<file path="config.mk">
export PLATFORM = sky130hd
export DESIGN_NAME = sensor_fifo_config
export DESIGN_NICKNAME = d
export VERILOG_FILES = /design/src/sensor_fifo_pkg.sv /design/src/sensor_fifo_config.sv
export SDC_FILE = /design/constraint.sdc
export NUM_CORES = 1
export LEC_CHECK = 0
export BUFFER_PORTS_ARGS = -buffer_cell sky130_fd_sc_hd__clkbuf_2
export CAP_MARGIN = 20
export CELL_PAD_IN_SITES_DETAIL_PLACEMENT = 2
export CELL_PAD_IN_SITES_GLOBAL_PLACEMENT = 2
export CORE_UTILIZATION = 49
export DETAILED_ROUTE_END_ITERATION = 12
export GPL_TIMING_DRIVEN = 0
export PLACE_DENSITY_LB_ADDON = 0.1
export SETUP_SLACK_MARGIN = 0.15
export SKIP_LAST_GASP = 1
export SLEW_MARGIN = 10
export SYNTH_ARGS = -nofsm -noshare
export SYNTH_HDL_FRONTEND = slang
export SYNTH_HIERARCHICAL = 1
export SYNTH_SLANG_ARGS = --single-unit
</file>
<file path="constraint.sdc">
create_clock -name clk -period 38.5 [get_ports clk]
set_input_delay 3.85 -clock clk [delete_from_list [all_inputs] [get_ports clk]]
set_output_delay 3.85 -clock clk [all_outputs]
set_load 0.01 [all_outputs]
</file>
<file path="src/sensor_fifo_pkg.sv">
package sensor_fifo_pkg;
  // ----------------------------------------------------------------
  // Register map (7-bit register addresses)
  // ----------------------------------------------------------------
  localparam logic [6:0] ADDR_DOWNS   = 7'h45;
  localparam logic [6:0] ADDR_WTM_LO  = 7'h46;
  localparam logic [6:0] ADDR_WTM_HI  = 7'h47;
  localparam logic [6:0] ADDR_CFG_A   = 7'h48;
  localparam logic [6:0] ADDR_CFG_B   = 7'h49;
  localparam logic [6:0] ADDR_AUX_ID  = 7'h4B;
  // Reset values
  localparam logic [7:0] RST_DOWNS    = 8'h80;
  localparam logic [7:0] RST_WTM_LO   = 8'h00;
  localparam logic [7:0] RST_WTM_HI   = 8'h02;
  localparam logic [7:0] RST_CFG_A    = 8'h02;
  localparam logic [7:0] RST_CFG_B    = 8'h10;
  localparam logic [7:0] RST_AUX_ID   = 8'h20;
  // Writable bit masks, reserved bits read as zero
  localparam logic [7:0] MASK_DOWNS   = 8'hF0;
  localparam logic [7:0] MASK_WTM_HI  = 8'h1F;
  localparam logic [7:0] MASK_CFG_A   = 8'h03;
  localparam logic [7:0] MASK_CFG_B   = 8'h7C;
  localparam logic [7:0] MASK_AUX_ID  = 8'hFE;
  // Field positions
  localparam int BIT_FILT      = 7;
  localparam int BIT_DS_LO     = 4;
  localparam int BIT_STOP_FULL = 0;
  localparam int BIT_TIME_EN   = 1;
  localparam int BIT_ACC_EN    = 6;
  localparam int BIT_AUX_EN    = 5;
  localparam int BIT_HDR_EN    = 4;
  localparam int BIT_TAG_A     = 3;
  localparam int BIT_TAG_B     = 2;
  // Frame word layout
  localparam int AXIS_W   = 48;
  localparam int FRAME_W  = 2 * AXIS_W + 6;
  localparam int F_TIME   = FRAME_W - 1;
  localparam int F_HDR    = FRAME_W - 2;
  localparam int F_TAG_A  = FRAME_W - 3;
  localparam int F_TAG_B  = FRAME_W - 4;
  localparam int F_ACC    = FRAME_W - 5;
  localparam int F_AUX    = FRAME_W - 6;
  localparam int FIFO_DEPTH = 8;
  // Byte sizes of frame parts
  localparam logic [12:0] BYTES_HDR  = 13'h0001;
  localparam logic [12:0] BYTES_AXES = 13'h0006;
  localparam logic [12:0] BYTES_TIME = 13'h0003;
endpackage

</file>
<file path="src/sensor_fifo_config.sv">
`timescale 1ns/1ps
`default_nettype none

// ------------------------------------------------------------------
// Frame FIFO with optional overwrite of the oldest entry
// ------------------------------------------------------------------
module frame_fifo #(
  parameter int W     = 8,
  parameter int DEPTH = 8
) (
  // Clock and reset
  input  wire logic         clk,
  input  wire logic         rst,
  // Fill side
  input  wire logic         in_valid,
  output logic              in_ready,
  input  wire logic [W-1:0] in_data,
  input  wire logic         overwrite,
  // Drain side
  output logic              out_valid,
  input  wire logic         out_ready,
  output logic [W-1:0]      out_data,
  output logic              full
);
  localparam int AW = $clog2(DEPTH);
  logic [W-1:0]  mem_ff [DEPTH];
  logic [AW-1:0] wr_ptr_ff, rd_ptr_ff, nxt_wr_ptr, nxt_rd_ptr;
  logic [AW:0]   cnt_ff, nxt_cnt;
  logic          push, pop, drop;

  // Full accepts only when the oldest entry may be dropped
  assign full      = (cnt_ff == (AW+1)'(DEPTH));
  assign out_valid = (cnt_ff != '0);
  assign in_ready  = !full || overwrite;
  assign out_data  = mem_ff[rd_ptr_ff];
  assign push      = in_valid && in_ready;
  assign pop       = out_valid && out_ready;
  assign drop      = push && full && !pop;

  // Pointer and count update
  always_comb begin
    nxt_wr_ptr = push ? AW'((wr_ptr_ff + 1'b1) % DEPTH) : wr_ptr_ff;
    nxt_rd_ptr = (pop || drop) ? AW'((rd_ptr_ff + 1'b1) % DEPTH) : rd_ptr_ff;
    nxt_cnt    = cnt_ff;
    if (push && !pop && !drop) begin
      nxt_cnt = cnt_ff + 1'b1;
    end else if (pop && !push) begin
      nxt_cnt = cnt_ff - 1'b1;
    end
  end

  always_ff @(posedge clk) begin
    if (rst) begin
      wr_ptr_ff <= '0;
      rd_ptr_ff <= '0;
      cnt_ff    <= '0;
    end else begin
      wr_ptr_ff <= nxt_wr_ptr;
      rd_ptr_ff <= nxt_rd_ptr;
      cnt_ff    <= nxt_cnt;
    end
  end

  // Storage, no reset needed on data
  always_ff @(posedge clk) begin
    if (push) begin
      mem_ff[wr_ptr_ff] <= in_data;
    end
  end
endmodule

// What this block does
// [RULE1] Downsample accelerometer by two to the field
// [RULE2] Select raw or filtered samples, filtered default
// [RULE3] Watermark low byte, read-write, resets zero
// [RULE4] Watermark bits 12..8, reset level 512
// [RULE5] Stop-on-full ceases writing; otherwise keep writing
// [RULE6] Sensor-time frame after last data frame
// [RULE7] Header stored per frame when enabled
// [RULE8] Host matches data rates before disabling headers
// [RULE9] Aux store bit stores all three aux axes
// [RULE10] Acc store bit stores all three acc axes
// [RULE11] Tag frames with first interrupt line state
// [RULE12] Tag frames with second interrupt line state
// [RULE13] Seven-bit aux slave address, resets 0x20
// [RULE14] Overwrite oldest frame when full, no stop
// [RULE15] Watermark event when fill bytes reach level
module sensor_fifo_config (
  // Clock and reset
  input  wire logic                 clk,
  input  wire logic                 rst,
  // Register port from the serial host interface
  input  wire logic                 reg_wr,
  input  wire logic                 reg_rd,
  input  wire logic [6:0]           reg_addr,
  input  wire logic [7:0]           reg_wdata,
  output logic [7:0]                reg_rdata,
  // Sample sources
  input  wire logic                 acc_valid,
  input  wire logic [47:0]          acc_raw_data,
  input  wire logic [47:0]          acc_filt_data,
  input  wire logic                 aux_valid,
  input  wire logic [47:0]          aux_data,
  input  wire logic [23:0]          sensor_time,
  output logic                      sample_ready,
  // Interrupt line levels (pins)
  input  wire logic                 irq_line_a,
  input  wire logic                 irq_line_b,
  // Frame read-out
  output logic                      out_valid,
  input  wire logic                 out_ready,
  output logic [sensor_fifo_pkg::FRAME_W-1:0] out_data,
  // Status and configuration outputs
  output logic                      fifo_full,
  output logic [12:0]               fill_bytes,
  output logic                      wtm_event,
  output logic [6:0]                aux_slave_addr
);
  localparam int FW = sensor_fifo_pkg::FRAME_W;

  // Byte size of one stored frame
  function automatic logic [12:0] frame_bytes(input logic [FW-1:0] f);
    logic [12:0] n;
    n = f[sensor_fifo_pkg::F_HDR] ? sensor_fifo_pkg::BYTES_HDR : 13'h0000;
    if (f[sensor_fifo_pkg::F_TIME]) n = n + sensor_fifo_pkg::BYTES_TIME;
    if (f[sensor_fifo_pkg::F_ACC]) n = n + sensor_fifo_pkg::BYTES_AXES;
    if (f[sensor_fifo_pkg::F_AUX]) n = n + sensor_fifo_pkg::BYTES_AXES;
    return n;
  endfunction

  // ----------------------------------------------------------------
  // Registers
  // ----------------------------------------------------------------
  logic [7:0] downs_ff, wtm_lo_ff, wtm_hi_ff, cfg_a_ff, cfg_b_ff, aux_id_ff, rdata_ff;
  logic [7:0] nxt_downs, nxt_wtm_lo, nxt_wtm_hi, nxt_cfg_a, nxt_cfg_b, nxt_aux_id, nxt_rdata;

  // Writes keep reserved bits at zero; unmapped reads return zero
  always_comb begin
    nxt_downs  = downs_ff;
    nxt_wtm_lo = wtm_lo_ff;
    nxt_wtm_hi = wtm_hi_ff;
    nxt_cfg_a  = cfg_a_ff;
    nxt_cfg_b  = cfg_b_ff;
    nxt_aux_id = aux_id_ff;
    nxt_rdata  = rdata_ff;
    if (reg_wr) begin
      if (reg_addr == sensor_fifo_pkg::ADDR_DOWNS) begin
        nxt_downs = reg_wdata & sensor_fifo_pkg::MASK_DOWNS; // RULE1
      end else if (reg_addr == sensor_fifo_pkg::ADDR_WTM_LO) begin
        nxt_wtm_lo = reg_wdata; // RULE3
      end else if (reg_addr == sensor_fifo_pkg::ADDR_WTM_HI) begin
        nxt_wtm_hi = reg_wdata & sensor_fifo_pkg::MASK_WTM_HI; // RULE4
      end else if (reg_addr == sensor_fifo_pkg::ADDR_CFG_A) begin
        nxt_cfg_a = reg_wdata & sensor_fifo_pkg::MASK_CFG_A;
      end else if (reg_addr == sensor_fifo_pkg::ADDR_CFG_B) begin
        nxt_cfg_b = reg_wdata & sensor_fifo_pkg::MASK_CFG_B;
      end else if (reg_addr == sensor_fifo_pkg::ADDR_AUX_ID) begin
        nxt_aux_id = reg_wdata & sensor_fifo_pkg::MASK_AUX_ID; // RULE13
      end
    end
    if (reg_rd) begin
      if (reg_addr == sensor_fifo_pkg::ADDR_DOWNS) nxt_rdata = downs_ff;
      else if (reg_addr == sensor_fifo_pkg::ADDR_WTM_LO) nxt_rdata = wtm_lo_ff;
      else if (reg_addr == sensor_fifo_pkg::ADDR_WTM_HI) nxt_rdata = wtm_hi_ff;
      else if (reg_addr == sensor_fifo_pkg::ADDR_CFG_A) nxt_rdata = cfg_a_ff;
      else if (reg_addr == sensor_fifo_pkg::ADDR_CFG_B) nxt_rdata = cfg_b_ff;
      else if (reg_addr == sensor_fifo_pkg::ADDR_AUX_ID) nxt_rdata = aux_id_ff;
      else nxt_rdata = 8'h00;
    end
  end

  always_ff @(posedge clk) begin
    if (rst) begin
      downs_ff  <= sensor_fifo_pkg::RST_DOWNS;
      wtm_lo_ff <= sensor_fifo_pkg::RST_WTM_LO;
      wtm_hi_ff <= sensor_fifo_pkg::RST_WTM_HI;
      cfg_a_ff  <= sensor_fifo_pkg::RST_CFG_A;
      cfg_b_ff  <= sensor_fifo_pkg::RST_CFG_B;
      aux_id_ff <= sensor_fifo_pkg::RST_AUX_ID;
      rdata_ff  <= 8'h00;
    end else begin
      downs_ff  <= nxt_downs;
      wtm_lo_ff <= nxt_wtm_lo;
      wtm_hi_ff <= nxt_wtm_hi;
      cfg_a_ff  <= nxt_cfg_a;
      cfg_b_ff  <= nxt_cfg_b;
      aux_id_ff <= nxt_aux_id;
      rdata_ff  <= nxt_rdata;
    end
  end

  logic        filt_sel, stop_full, time_en, acc_en, aux_en, hdr_en, tag_a_en, tag_b_en;
  logic [2:0]  downs;
  logic [12:0] wtm_level;
  assign filt_sel  = downs_ff[sensor_fifo_pkg::BIT_FILT];
  assign downs     = downs_ff[sensor_fifo_pkg::BIT_DS_LO +: 3];
  assign stop_full = cfg_a_ff[sensor_fifo_pkg::BIT_STOP_FULL];
  assign time_en   = cfg_a_ff[sensor_fifo_pkg::BIT_TIME_EN];
  assign acc_en    = cfg_b_ff[sensor_fifo_pkg::BIT_ACC_EN];
  assign aux_en    = cfg_b_ff[sensor_fifo_pkg::BIT_AUX_EN];
  assign hdr_en    = cfg_b_ff[sensor_fifo_pkg::BIT_HDR_EN];
  assign tag_a_en  = cfg_b_ff[sensor_fifo_pkg::BIT_TAG_A];
  assign tag_b_en  = cfg_b_ff[sensor_fifo_pkg::BIT_TAG_B];
  assign wtm_level = {wtm_hi_ff[4:0], wtm_lo_ff}; // RULE4
  assign reg_rdata      = rdata_ff;
  assign aux_slave_addr = aux_id_ff[7:1]; // RULE13

  // ----------------------------------------------------------------
  // Interrupt line synchronisers and downsampling counter
  // ----------------------------------------------------------------
  // Lines are asynchronous pins; level accepted once stages 2 and 3 agree
  logic [2:0] sync_a_ff, sync_b_ff, nxt_sync_a, nxt_sync_b;
  logic       line_a_ff, line_b_ff, nxt_line_a, nxt_line_b;
  logic [6:0] ds_cnt_ff, nxt_ds_cnt, ds_max;
  logic       acc_tick;

  assign ds_max   = (7'h01 << downs) - 7'h01; // RULE1
  assign acc_tick = acc_valid && (ds_cnt_ff == 7'h00); // RULE1

  always_comb begin
    nxt_sync_a = {sync_a_ff[1:0], irq_line_a};
    nxt_sync_b = {sync_b_ff[1:0], irq_line_b};
    nxt_line_a = (sync_a_ff[1] == sync_a_ff[2]) ? sync_a_ff[2] : line_a_ff;
    nxt_line_b = (sync_b_ff[1] == sync_b_ff[2]) ? sync_b_ff[2] : line_b_ff;
    nxt_ds_cnt = ds_cnt_ff;
    if (acc_valid) begin
      nxt_ds_cnt = (ds_cnt_ff >= ds_max) ? 7'h00 : ds_cnt_ff + 7'h01; // RULE1
    end
  end

  always_ff @(posedge clk) begin
    if (rst) begin
      sync_a_ff <= 3'h0;
      sync_b_ff <= 3'h0;
      line_a_ff <= 1'b0;
      line_b_ff <= 1'b0;
      ds_cnt_ff <= 7'h00;
    end else begin
      sync_a_ff <= nxt_sync_a;
      sync_b_ff <= nxt_sync_b;
      line_a_ff <= nxt_line_a;
      line_b_ff <= nxt_line_b;
      ds_cnt_ff <= nxt_ds_cnt;
    end
  end

  // ----------------------------------------------------------------
  // Frame assembly and FIFO
  // ----------------------------------------------------------------
  // A frame is written on each kept acc sample, or on aux samples when
  // acceleration storage is off. Headerless mode relies on the host
  // running all enabled sources at one rate. [RULE8]
  logic [FW-1:0] wr_frame, fifo_data;
  logic          wr_req, fifo_in_ready, fifo_valid, fifo_pop, wr_push, wr_drop;
  assign wr_req = (acc_tick && acc_en) || (aux_valid && aux_en && !acc_en);

  always_comb begin
    wr_frame = '0;
    wr_frame[sensor_fifo_pkg::F_HDR]   = hdr_en; // RULE7
    wr_frame[sensor_fifo_pkg::F_TAG_A] = tag_a_en && line_a_ff; // RULE11
    wr_frame[sensor_fifo_pkg::F_TAG_B] = tag_b_en && line_b_ff; // RULE12
    wr_frame[sensor_fifo_pkg::F_ACC]   = acc_en; // RULE10
    wr_frame[sensor_fifo_pkg::F_AUX]   = aux_en; // RULE9
    if (acc_en) begin
      wr_frame[sensor_fifo_pkg::AXIS_W +: 48] = filt_sel ? acc_filt_data : acc_raw_data; // RULE2
    end
    if (aux_en) begin
      wr_frame[47:0] = aux_data; // RULE9
    end
  end

  // Overwrite keeps the freshest data; stop mode refuses new frames
  frame_fifo #(
    .W     (FW),
    .DEPTH (sensor_fifo_pkg::FIFO_DEPTH)
  ) u_fifo (
    .clk       (clk),
    .rst       (rst),
    .in_valid  (wr_req),
    .in_ready  (fifo_in_ready),
    .in_data   (wr_frame),
    .overwrite (!stop_full), // RULE5 RULE14
    .out_valid (fifo_valid),
    .out_ready (out_ready),
    .out_data  (fifo_data),
    .full      (fifo_full)
  );

  assign sample_ready = fifo_in_ready; // RULE5
  assign wr_push  = wr_req && fifo_in_ready;
  assign fifo_pop = fifo_valid && out_ready;
  assign wr_drop  = wr_push && fifo_full && !fifo_pop; // RULE14

  // ----------------------------------------------------------------
  // Fill level, watermark and sensor-time frame
  // ----------------------------------------------------------------
  logic [12:0] fill_ff, nxt_fill;
  logic        wtm_ff, nxt_wtm, time_pend_ff, nxt_time_pend;
  logic [23:0] time_ff, nxt_time;
  logic [FW-1:0] time_frame;

  always_comb begin
    nxt_fill = fill_ff + (wr_push ? frame_bytes(wr_frame) : 13'h0000)
             - ((fifo_pop || wr_drop) ? frame_bytes(fifo_data) : 13'h0000);
    // Compare with the level that stands next cycle, so a level write never lags
    nxt_wtm  = (nxt_fill >= {nxt_wtm_hi[4:0], nxt_wtm_lo}); // RULE15
    nxt_time_pend = time_pend_ff;
    nxt_time = time_ff;
    // Last data frame leaves the FIFO empty: arm one time frame
    if (fifo_pop && !wr_push && (fill_ff == frame_bytes(fifo_data))) begin
      nxt_time_pend = 1'b1; // RULE6
      nxt_time      = sensor_time;
    end else if (!fifo_valid && out_ready && time_pend_ff) begin
      nxt_time_pend = 1'b0;
    end
    if (wr_push) nxt_time_pend = 1'b0;
  end

  always_ff @(posedge clk) begin
    if (rst) begin
      fill_ff      <= 13'h0000;
      wtm_ff       <= 1'b0;
      time_pend_ff <= 1'b0;
      time_ff      <= 24'h000000;
    end else begin
      fill_ff      <= nxt_fill;
      wtm_ff       <= nxt_wtm;
      time_pend_ff <= nxt_time_pend;
      time_ff      <= nxt_time;
    end
  end

  always_comb begin
    time_frame = '0;
    time_frame[sensor_fifo_pkg::F_TIME] = 1'b1;
    time_frame[sensor_fifo_pkg::F_HDR]  = hdr_en;
    time_frame[23:0] = time_ff;
  end

  assign fill_bytes = fill_ff;
  assign wtm_event  = wtm_ff;
  assign out_valid  = fifo_valid || (time_pend_ff && time_en); // RULE6
  assign out_data   = fifo_valid ? fifo_data : time_frame;

  // ----------------------------------------------------------------
  // Assertions
  // ----------------------------------------------------------------
  property p_ds_gap;
    @(posedge clk) disable iff (rst)
      acc_tick && downs == 3'h1 && !reg_wr |=> ds_cnt_ff == 7'h01 && !acc_tick;
  endproperty
  a_ds_gap: assert property (p_ds_gap) else $error("downsample kept adjacent sample"); // RULE1

  property p_filt;
    @(posedge clk) disable iff (rst)
      wr_push && acc_en |-> wr_frame[95:48] == (filt_sel ? acc_filt_data : acc_raw_data);
  endproperty
  a_filt: assert property (p_filt) else $error("wrong acc source"); // RULE2

  property p_wtm_lo;
    @(posedge clk) disable iff (rst)
      reg_wr && reg_addr == sensor_fifo_pkg::ADDR_WTM_LO |=> wtm_level[7:0] == $past(reg_wdata);
  endproperty
  a_wtm_lo: assert property (p_wtm_lo) else $error("watermark low not stored"); // RULE3

  property p_wtm_reset;
    @(posedge clk) rst |=> wtm_level == 13'h0200 && aux_slave_addr == 7'h10;
  endproperty
  a_wtm_reset: assert property (p_wtm_reset) else $error("bad reset level"); // RULE4

  property p_stop;
    @(posedge clk) disable iff (rst)
      stop_full && fifo_full && !fifo_pop && wr_req |=> fill_bytes == $past(fill_bytes);
  endproperty
  a_stop: assert property (p_stop) else $error("write while full in stop mode"); // RULE5

  property p_time;
    @(posedge clk) disable iff (rst)
      time_en && fifo_pop && !wr_push && fill_ff == frame_bytes(fifo_data)
      |=> out_valid && out_data[sensor_fifo_pkg::F_TIME];
  endproperty
  a_time: assert property (p_time) else $error("no time frame after drain"); // RULE6

  property p_frame_bits;
    @(posedge clk) disable iff (rst)
      wr_push |-> wr_frame[sensor_fifo_pkg::F_HDR] == hdr_en
        && wr_frame[sensor_fifo_pkg::F_AUX] == aux_en && wr_frame[sensor_fifo_pkg::F_ACC] == acc_en;
  endproperty
  a_frame_bits: assert property (p_frame_bits) else $error("frame content bits wrong"); // RULE7

  property p_tag;
    @(posedge clk) disable iff (rst)
      wr_push |-> wr_frame[sensor_fifo_pkg::F_TAG_A] == (tag_a_en && line_a_ff)
        && wr_frame[sensor_fifo_pkg::F_TAG_B] == (tag_b_en && line_b_ff);
  endproperty
  a_tag: assert property (p_tag) else $error("tag bits wrong"); // RULE11

  property p_overwrite;
    @(posedge clk) disable iff (rst)
      !stop_full && fifo_full && wr_req |-> sample_ready ##1 fifo_full;
  endproperty
  a_overwrite: assert property (p_overwrite) else $error("overwrite refused"); // RULE14

  property p_wtm_evt;
    @(posedge clk) disable iff (rst) ##1 wtm_event == (fill_bytes >= wtm_level);
  endproperty
  a_wtm_evt: assert property (p_wtm_evt) else $error("watermark event mismatch"); // RULE15

  c_full: cover property (@(posedge clk) disable iff (rst) fifo_full && wr_drop);
  c_time: cover property (@(posedge clk) disable iff (rst) out_valid && out_data[sensor_fifo_pkg::F_TIME] && out_ready);
  c_wtm: cover property (@(posedge clk) disable iff (rst) !wtm_event ##1 wtm_event);
endmodule

`default_nettype wire

</file>
# Yosys cells after proc, flatten, opt, wreduce, memory -nomap -nowiden
# Memories as Yosys holds them, arrays and structs flattened. A register that Yosys moved wholly into a read port is not among the register bits.
# Cells that the tools add are included.
[totals]
reg_bits = 103
latchBits = 0
mem_bits_rw = 808
mem_bits_ro = 0
in_bits = 192
elab_cells = 123
n_memories = 1
[memory_table]
columns = ["memory", "words", "width", "read_ports", "rd_clocked_by_memory_dff", "write_ports", "line_no", "text"]
rows = [
  ["u_fifo.mem_ff", 8, 101, 1, 1, 1, "sensor_fifo_config.sv:26", "logic [W-1:0] mem_ff [DEPTH];"],
]
[op_classes]
add_sub_neg = 13
multipliers = 0
div_mod_pow = 0
order_cmp = 2
eq_ne = 10
n_shift = 1
muxes = 35
bitwise_logic = 5
n_reduce_logical = 37
[op_table]
columns = ["cell", "n"]
rows = [
  ["two-way mux 48 bit", 3],
  ["two-way mux 102 bit", 1],
  ["two-way mux 8 bit", 9],
  ["two-way mux 13 bit", 5],
  ["== test 7 bit (second input constant)", 6],
  ["adder 13 x 3 -> 13 bit (second input constant)", 3],
  ["two-way mux 5 bit", 4],
  ["logical AND 1 bit", 17],
  ["adder 13 bit", 1],
  ["== test 13 bit", 1],
  ["greater-or-equal comparator 13 bit", 1],
  ["subtractor 13 bit", 1],
  ["two-way mux 4 bit", 3],
  ["two-way mux 3 bit", 3],
  ["adder 7 x 1 -> 7 bit (second input constant)", 1],
  ["greater-or-equal comparator 7 bit", 1],
  ["zero test 1 bit", 7],
  ["zero test 7 bit", 1],
  ["two-way mux 7 bit", 1],
  ["AND reduction 7 bit", 1],
  ["<< shifter 1 x 3 -> 7 bit (first input constant)", 1],
  ["subtractor 7 x 1 -> 7 bit (second input constant)", 1],
  ["adder 3 x 1 -> 3 bit (second input constant)", 2],
  ["two-way mux 1 bit", 6],
  ["other kinds (14)", 23],
]

# Longest topological paths before layout
[depth]
depth_word = 11
depth_mapped = 29
depth_no_buf = 26

# By module
# The synthesis kept the hierarchy.
[by_module_without_submodules]
columns = ["mod", "instances", "cells_each", "area_each_um2", "seq_area_each_um2"]
rows = [
  ["frame_fifo", 1, 1255, 31233.7, 24763.8],
  ["sensor_fifo_config", 1, 845, 6977.9, 1861.8],
]

# Least setup slack after synthesis
# No wires, ideal clock.
[synth_timing]
path_type = "in2reg"
startpoint = "in acc_valid"
endpoint = "mem u_fifo/mem_ff[0][0] (netlist bit), enable pin"
arrival_ps = 14047
required_time_ps = 37687
slack_ps = 23639
stages = 4
cell_sequence = "nand4b_1 > o22ai_2 > o21ai_4 > nor4_1"
[synth_via]
elab_chain_len = 6
[synth_rtl]
columns = ["item", "line_no", "text"]
rows = [
  ["start, declared", "sensor_fifo_config.sv:99", "input wire logic acc_valid,"],
  ["logical AND 1 bit", "sensor_fifo_config.sv:218", "assign acc_tick = acc_valid && (ds_cnt_ff == 7'h00);"],
  ["logical AND 1 bit", "sensor_fifo_config.sv:255", "assign wr_req = (acc_tick && acc_en) || (aux_valid && aux_en && !acc_en);"],
  ["logical OR 1 bit", "sensor_fifo_config.sv:255", ""],
  ["net wr_req", "sensor_fifo_config.sv:254", "logic wr_req, fifo_in_ready, fifo_valid, fifo_pop, wr_push, wr_drop;"],
  ["logical AND 1 bit", "sensor_fifo_config.sv:36", "assign push = in_valid && in_ready;"],
  ["two-way mux 1 bit", "sensor_fifo_config.sv:66", "if (push) begin"],
  ["two-way mux 1 bit (implied by the code)", "sensor_fifo_config.sv:67", "mem_ff[wr_ptr_ff] <= in_data;"],
  ["end, declared", "sensor_fifo_config.sv:26", ""],
]
# The timed path passes the listed nets, and every way through them passes these cells.

# Worst setup path after layout
[layout_timing]
startpoint = "in acc_valid"
endpoint = "reg wtm_ff, in the netlist wtm_event"
[layout_via]
elab_chain_len = 10
[layout_rtl]
columns = ["item", "line_no", "text"]
rows = [
  ["logical AND 1 bit (*)", "sensor_fifo_config.sv:218", ""],
  ["logical AND 1 bit (*)", "sensor_fifo_config.sv:255", ""],
  ["logical OR 1 bit (*)", "sensor_fifo_config.sv:255", ""],
  ["net wr_req", "sensor_fifo_config.sv:254", ""],
  ["logical AND 1 bit (*)", "sensor_fifo_config.sv:290", "assign wr_push = wr_req && fifo_in_ready;"],
  ["parallel branches: the longest is 4 deep, another holds adder 13 bit", "n/a", ""],
  ["subtractor 13 bit (*)", "sensor_fifo_config.sv:304", "- ((fifo_pop || wr_drop) ? frame_bytes(fifo_data) : 13'h0000);"],
  ["net nxt_fill[10]", "sensor_fifo_config.sv:297", "logic [12:0] fill_ff, nxt_fill;"],
  ["greater-or-equal comparator 13 bit (*)", "sensor_fifo_config.sv:306", "nxt_wtm = (nxt_fill >= {nxt_wtm_hi[4:0], nxt_wtm_lo});"],
  ["end signal, assigned", "sensor_fifo_config.sv:327", "wtm_ff <= nxt_wtm;"],
  ["end, declared", "sensor_fifo_config.sv:298", "logic wtm_ff, nxt_wtm, time_pend_ff, nxt_time_pend;"],
]
# Mark *: on every way through the listed nets, which the timed path passes.
# A chain may end at the register's enable or synchronous reset.

==> run summary <==
The logs give 0 for the total count of hold-check failures in the final report and 922 for the number of clock sinks. Across the routed clock network, the largest skew measured is 35.2 ps. The time the worst path needs with I/O delays and setup works out to 8190 ps. The run gives 2,870 as the number of nets in the layout. The area growth from synthesis to layout is 19.0%. The tools report the final non-filler cell total as 3,750. In this run, CTS created clock tree buffers numbering 97.

Number of buffers inserted to repair setup after CTS: 0. The path class of the tightest hold or removal check is flop to flop. The detail route stage leaves a number of antenna-violating nets equal to 0. Total placed cells including tap cells: 3,565. The number of cells traversed by the worst register-to-register path works out to 27. Buffers inserted to repair hold after CTS numbered 0. The floorplan has 102 rows. The run gives 2.86 mW as the power after layout. Port buffering added 322 buffers. After synthesis, the share of flip-flops with an asynchronous set or reset is 0%.

The tool flagged a number of max-cap violations equal to 0. Of all nets on the critical path, the largest fanout is 7. Leaving out fill and tap cells, the most frequent cell in the layout is edfxtp_1. Counting flops and latches in the post-synthesis netlist gives 922. At the end of routability-driven placement, the weighted congestion stood at 0.821. Synthesis produced 2,100 cells. For the worst setup path, the data required time is 39,000 ps. Final wirelength: 141 mm. Initial cell density of the core: 49.4%.

Total power divided by cell area: 62.8 nW/um2. The wire length per cell was 37.5 um; the post-cts gate resize count was 0. The library cells used most frequently in the layout, excluding fill and tap cells, are 816 x edfxtp_1, 323 x clkbuf_2, 204 x mux4_2. The critical hold path startpoint was sync_b_ff[0]$_SDFF_PP0_.

Among all flip-flop cells after synthesis, the most frequent one is edfxtp_1. The endpoint identified for the worst register-to-register timing path is wtm_event$_SDFF_PP0_. The tools report the normalized max-slew margin as 22.8%. The instance area after placement is 42,300 um2. The type of the setup path with the least slack is input port to flop.

The root buffer cell chosen for the clock tree is clkbuf_16. Summing over every cut layer, the via total after detailed routing is 23,300. The total area inside the core boundary comes to 77,300 um2. Boundary pin count: 326. TritonCTS built the clock tree. For the worst setup path, the data arrival time is 8690 ps. The die span in x is 281 um.

For the fmax, the log shows 122 MHz. The run gives 3 as the number of H-tree branching levels. The pin count of the biggest net entering global routing was 23; the via density per instance was 6.21.

The setup check on the worst reg-to-reg path leaves a slack of 30,570 ps. The die is 281 um tall. The die covers 79,100 um2.

The tools report the critical path capture point type as a flop. Setup violations remaining at the end of the flow were counted as 0. No sink is reached through more buffers than the 3 on the longest clock path. The total congestion overflow is 0.

At the later pin of the worst-skew pair, clock insertion delay measures 690 ps. The clock input transition at the sequential cells of the worst setup and hold paths came out at 60 ps. The analysis attributes to cell leakage a power of 16.5 nW. For the final standard cell area without fillers, the log shows 45,500 um2. The flow ran to the end, and the final reports show no timing, DRC or antenna violations. The share of the Yosys chip area taken by registers is 69.7%.

The final critical path takes up 21.3% of the cycle. The depth of the worst hold-timing path works out to 1. The average instance area after synthesis works out to 18.2 um2.

For the pin with the worst max-slew slack, the measured transition is 1160 ps. Destination of the worst hold path: sync_b_ff[1]$_SDFF_PP0_. Summing every instance area after synthesis gives 38,200 um2. Yosys printed 6 warnings. Max-slew violation count: 0. Of the cells placed in the final design, the portion with a size suffix greater than 1 is 34.9%. For the detailed-router iteration count before antenna repair, the log shows 5. Setup repair after global routing left no endpoint under its margin. The tools report the wire length of the first global-routing pass as 197 mm. The first routing iteration left 2,216 violations. The worst-case IR drop observed on VDD is 0.0000534 V. Detailed placement ended at an HPWL of 86.2 mm. For the setup TNS, the log shows 0 ps. Yosys mapped the design onto 74 distinct sky130hd cell types. The worst setup path is launched from an input port. The number of global-route vias before repair is 25,600. For this run, the total global-route usage over all layers was measured as 35.9%.

The number of antenna violations at the first check in global routing is 12. In this run, synthesis inferred 816 flip-flops with an integrated enable. After detailed routing, the number of remaining DRC violations is 0.
==> per-layer routing <==
layer  GRT usage (%)  vias up  share of wire [%]
met5               0        -              0.029
met4            16.5        6                4.7
met3            7.02      329                7.1
met2            62.5     1287                 51
met1            43.1    12400                 37
li1                -     9300                  -
==> through the flow <==
stage	setup slack [ps]	utilization [%]	hold WS, ps
floorplan	23640	-	414
global placement	12480	53.2	440
detailed placement	29870	54.7	469
CTS	30380	58.8	477
global route	30110	58.8	493
finish	30310	58.8	465
==> cell type report <==
| cell class | instances | area [um2] |
|---|---|---|
| fillers | 6633 | 31900 |
| flip-flops and latches | 922 | 26600 |
| multi-input cells | 1034 | 11000 |
| repair buffers | 418 | 2680 |
| clock buffers | 127 | 2630 |
| well taps | 1040 | 1300 |
| clock inverters | 52 | 568 |
| plain buffers | 110 | 480 |
| inverters | 41 | 155 |
| diodes | 6 | 15.0 |
==> cell families after synthesis <==
family	count (synthesis)	synth area share [%]
DFF	922	69.7
buffers and inverters	151	1.66
other	1	0.00981
and+or+nand+nor	402	5.58
adders and majority gates	54	1.87
xor gates and xnor gates	26	0.652
muxes	442	18.7
AOI/OAI and AO/OA	102	1.85
==> worst max path at each step <==
stage / startpoint / endpoint / cells past startpoint
2_1_floorplan: acc_valid / u_fifo/mem_ff[0][0]$_DFFE_PP_ / 4
3_3_place_gp: acc_valid / u_fifo/mem_ff[0][55]$_DFFE_PP_ / 5
3_5_place_dp: acc_valid / wtm_event$_SDFF_PP0_ / 21
4_1_cts: acc_valid / wtm_event$_SDFF_PP0_ / 21
5_1_grt: acc_valid / wtm_event$_SDFF_PP0_ / 21
6_report: acc_valid / wtm_event$_SDFF_PP0_ / 21
==> synth_stat cells (3+ instances only) <==
cell type,n,area share (%)
a211o_1,4,0.092
a211oi_1,8,0.16
a21o_1,7,0.14
a21oi_1,32,0.42
a31oi_1,4,0.065
and2_1,127,2.1
and3_1,3,0.049
buf_1,13,0.13
buf_2,22,0.29
buf_6,4,0.12
clkbuf_1,69,0.68
dfxtp_1,106,5.6
edfxtp_1,816,64
fa_1,5,0.26
ha_1,49,1.6
inv_1,40,0.39
mux2_2,129,3.8
mux2i_1,106,2.8
mux4_2,204,12
nand2_1,31,0.30
nand2b_1,14,0.23
nand3_1,10,0.13
nand3b_1,3,0.059
nand4_1,9,0.15
nand4b_1,5,0.11
nor2_1,140,1.4
nor2b_1,30,0.49
nor3_1,9,0.12
o21ai_0,16,0.21
o21bai_1,4,0.079
o221ai_1,3,0.069
or3_1,3,0.049
xnor2_1,16,0.37
xor2_1,8,0.18
==> critical path: stages <==
cell	delay (ps)
clkbuf_2	190
nand4b_1	160
o22ai_2	430
and2_4	240
buf_6	130
a22oi_1	140
a211oi_1	370
fa_1	510
inv_1	90
ha_1	270
a21o_1	200
a21oi_1	270
o21bai_1	160
a31oi_1	280
xnor2_1	210
ha_1	300
a21o_1	160
a21o_1	170
a21oi_1	260
o311a_1	240
a211oi_1	50
==> state kept, by name, indices dropped and copies added (netlist names), 2 cells and up, named ones only <==
register,cells
aux_id_ff,7
cfg_a_ff,2
cfg_b_ff,5
downs_ff,4
ds_cnt_ff,7
fill_bytes,13
reg_rdata,8
sync_a_ff,3
sync_b_ff,3
time_ff,24
u_fifo/cnt_ff,4
u_fifo/mem_ff,816
u_fifo/rd_ptr_ff,3
u_fifo/wr_ptr_ff,3
wtm_hi_ff,5
wtm_lo_ff,8
==> where the power goes <==
part / switching (mW) / leakage (nW) / total [mW] / internal (mW)
combinational: 0.448 / 6.46 / 0.773 / 0.325
clock: 0.432 / 1.57 / 0.989 / 0.557
sequential: 0.0124 / 8.43 / 1.10 / 1.08
total: 0.893 / 16.5 / 2.86 / 1.96
(Power assumes the default switching activity.)
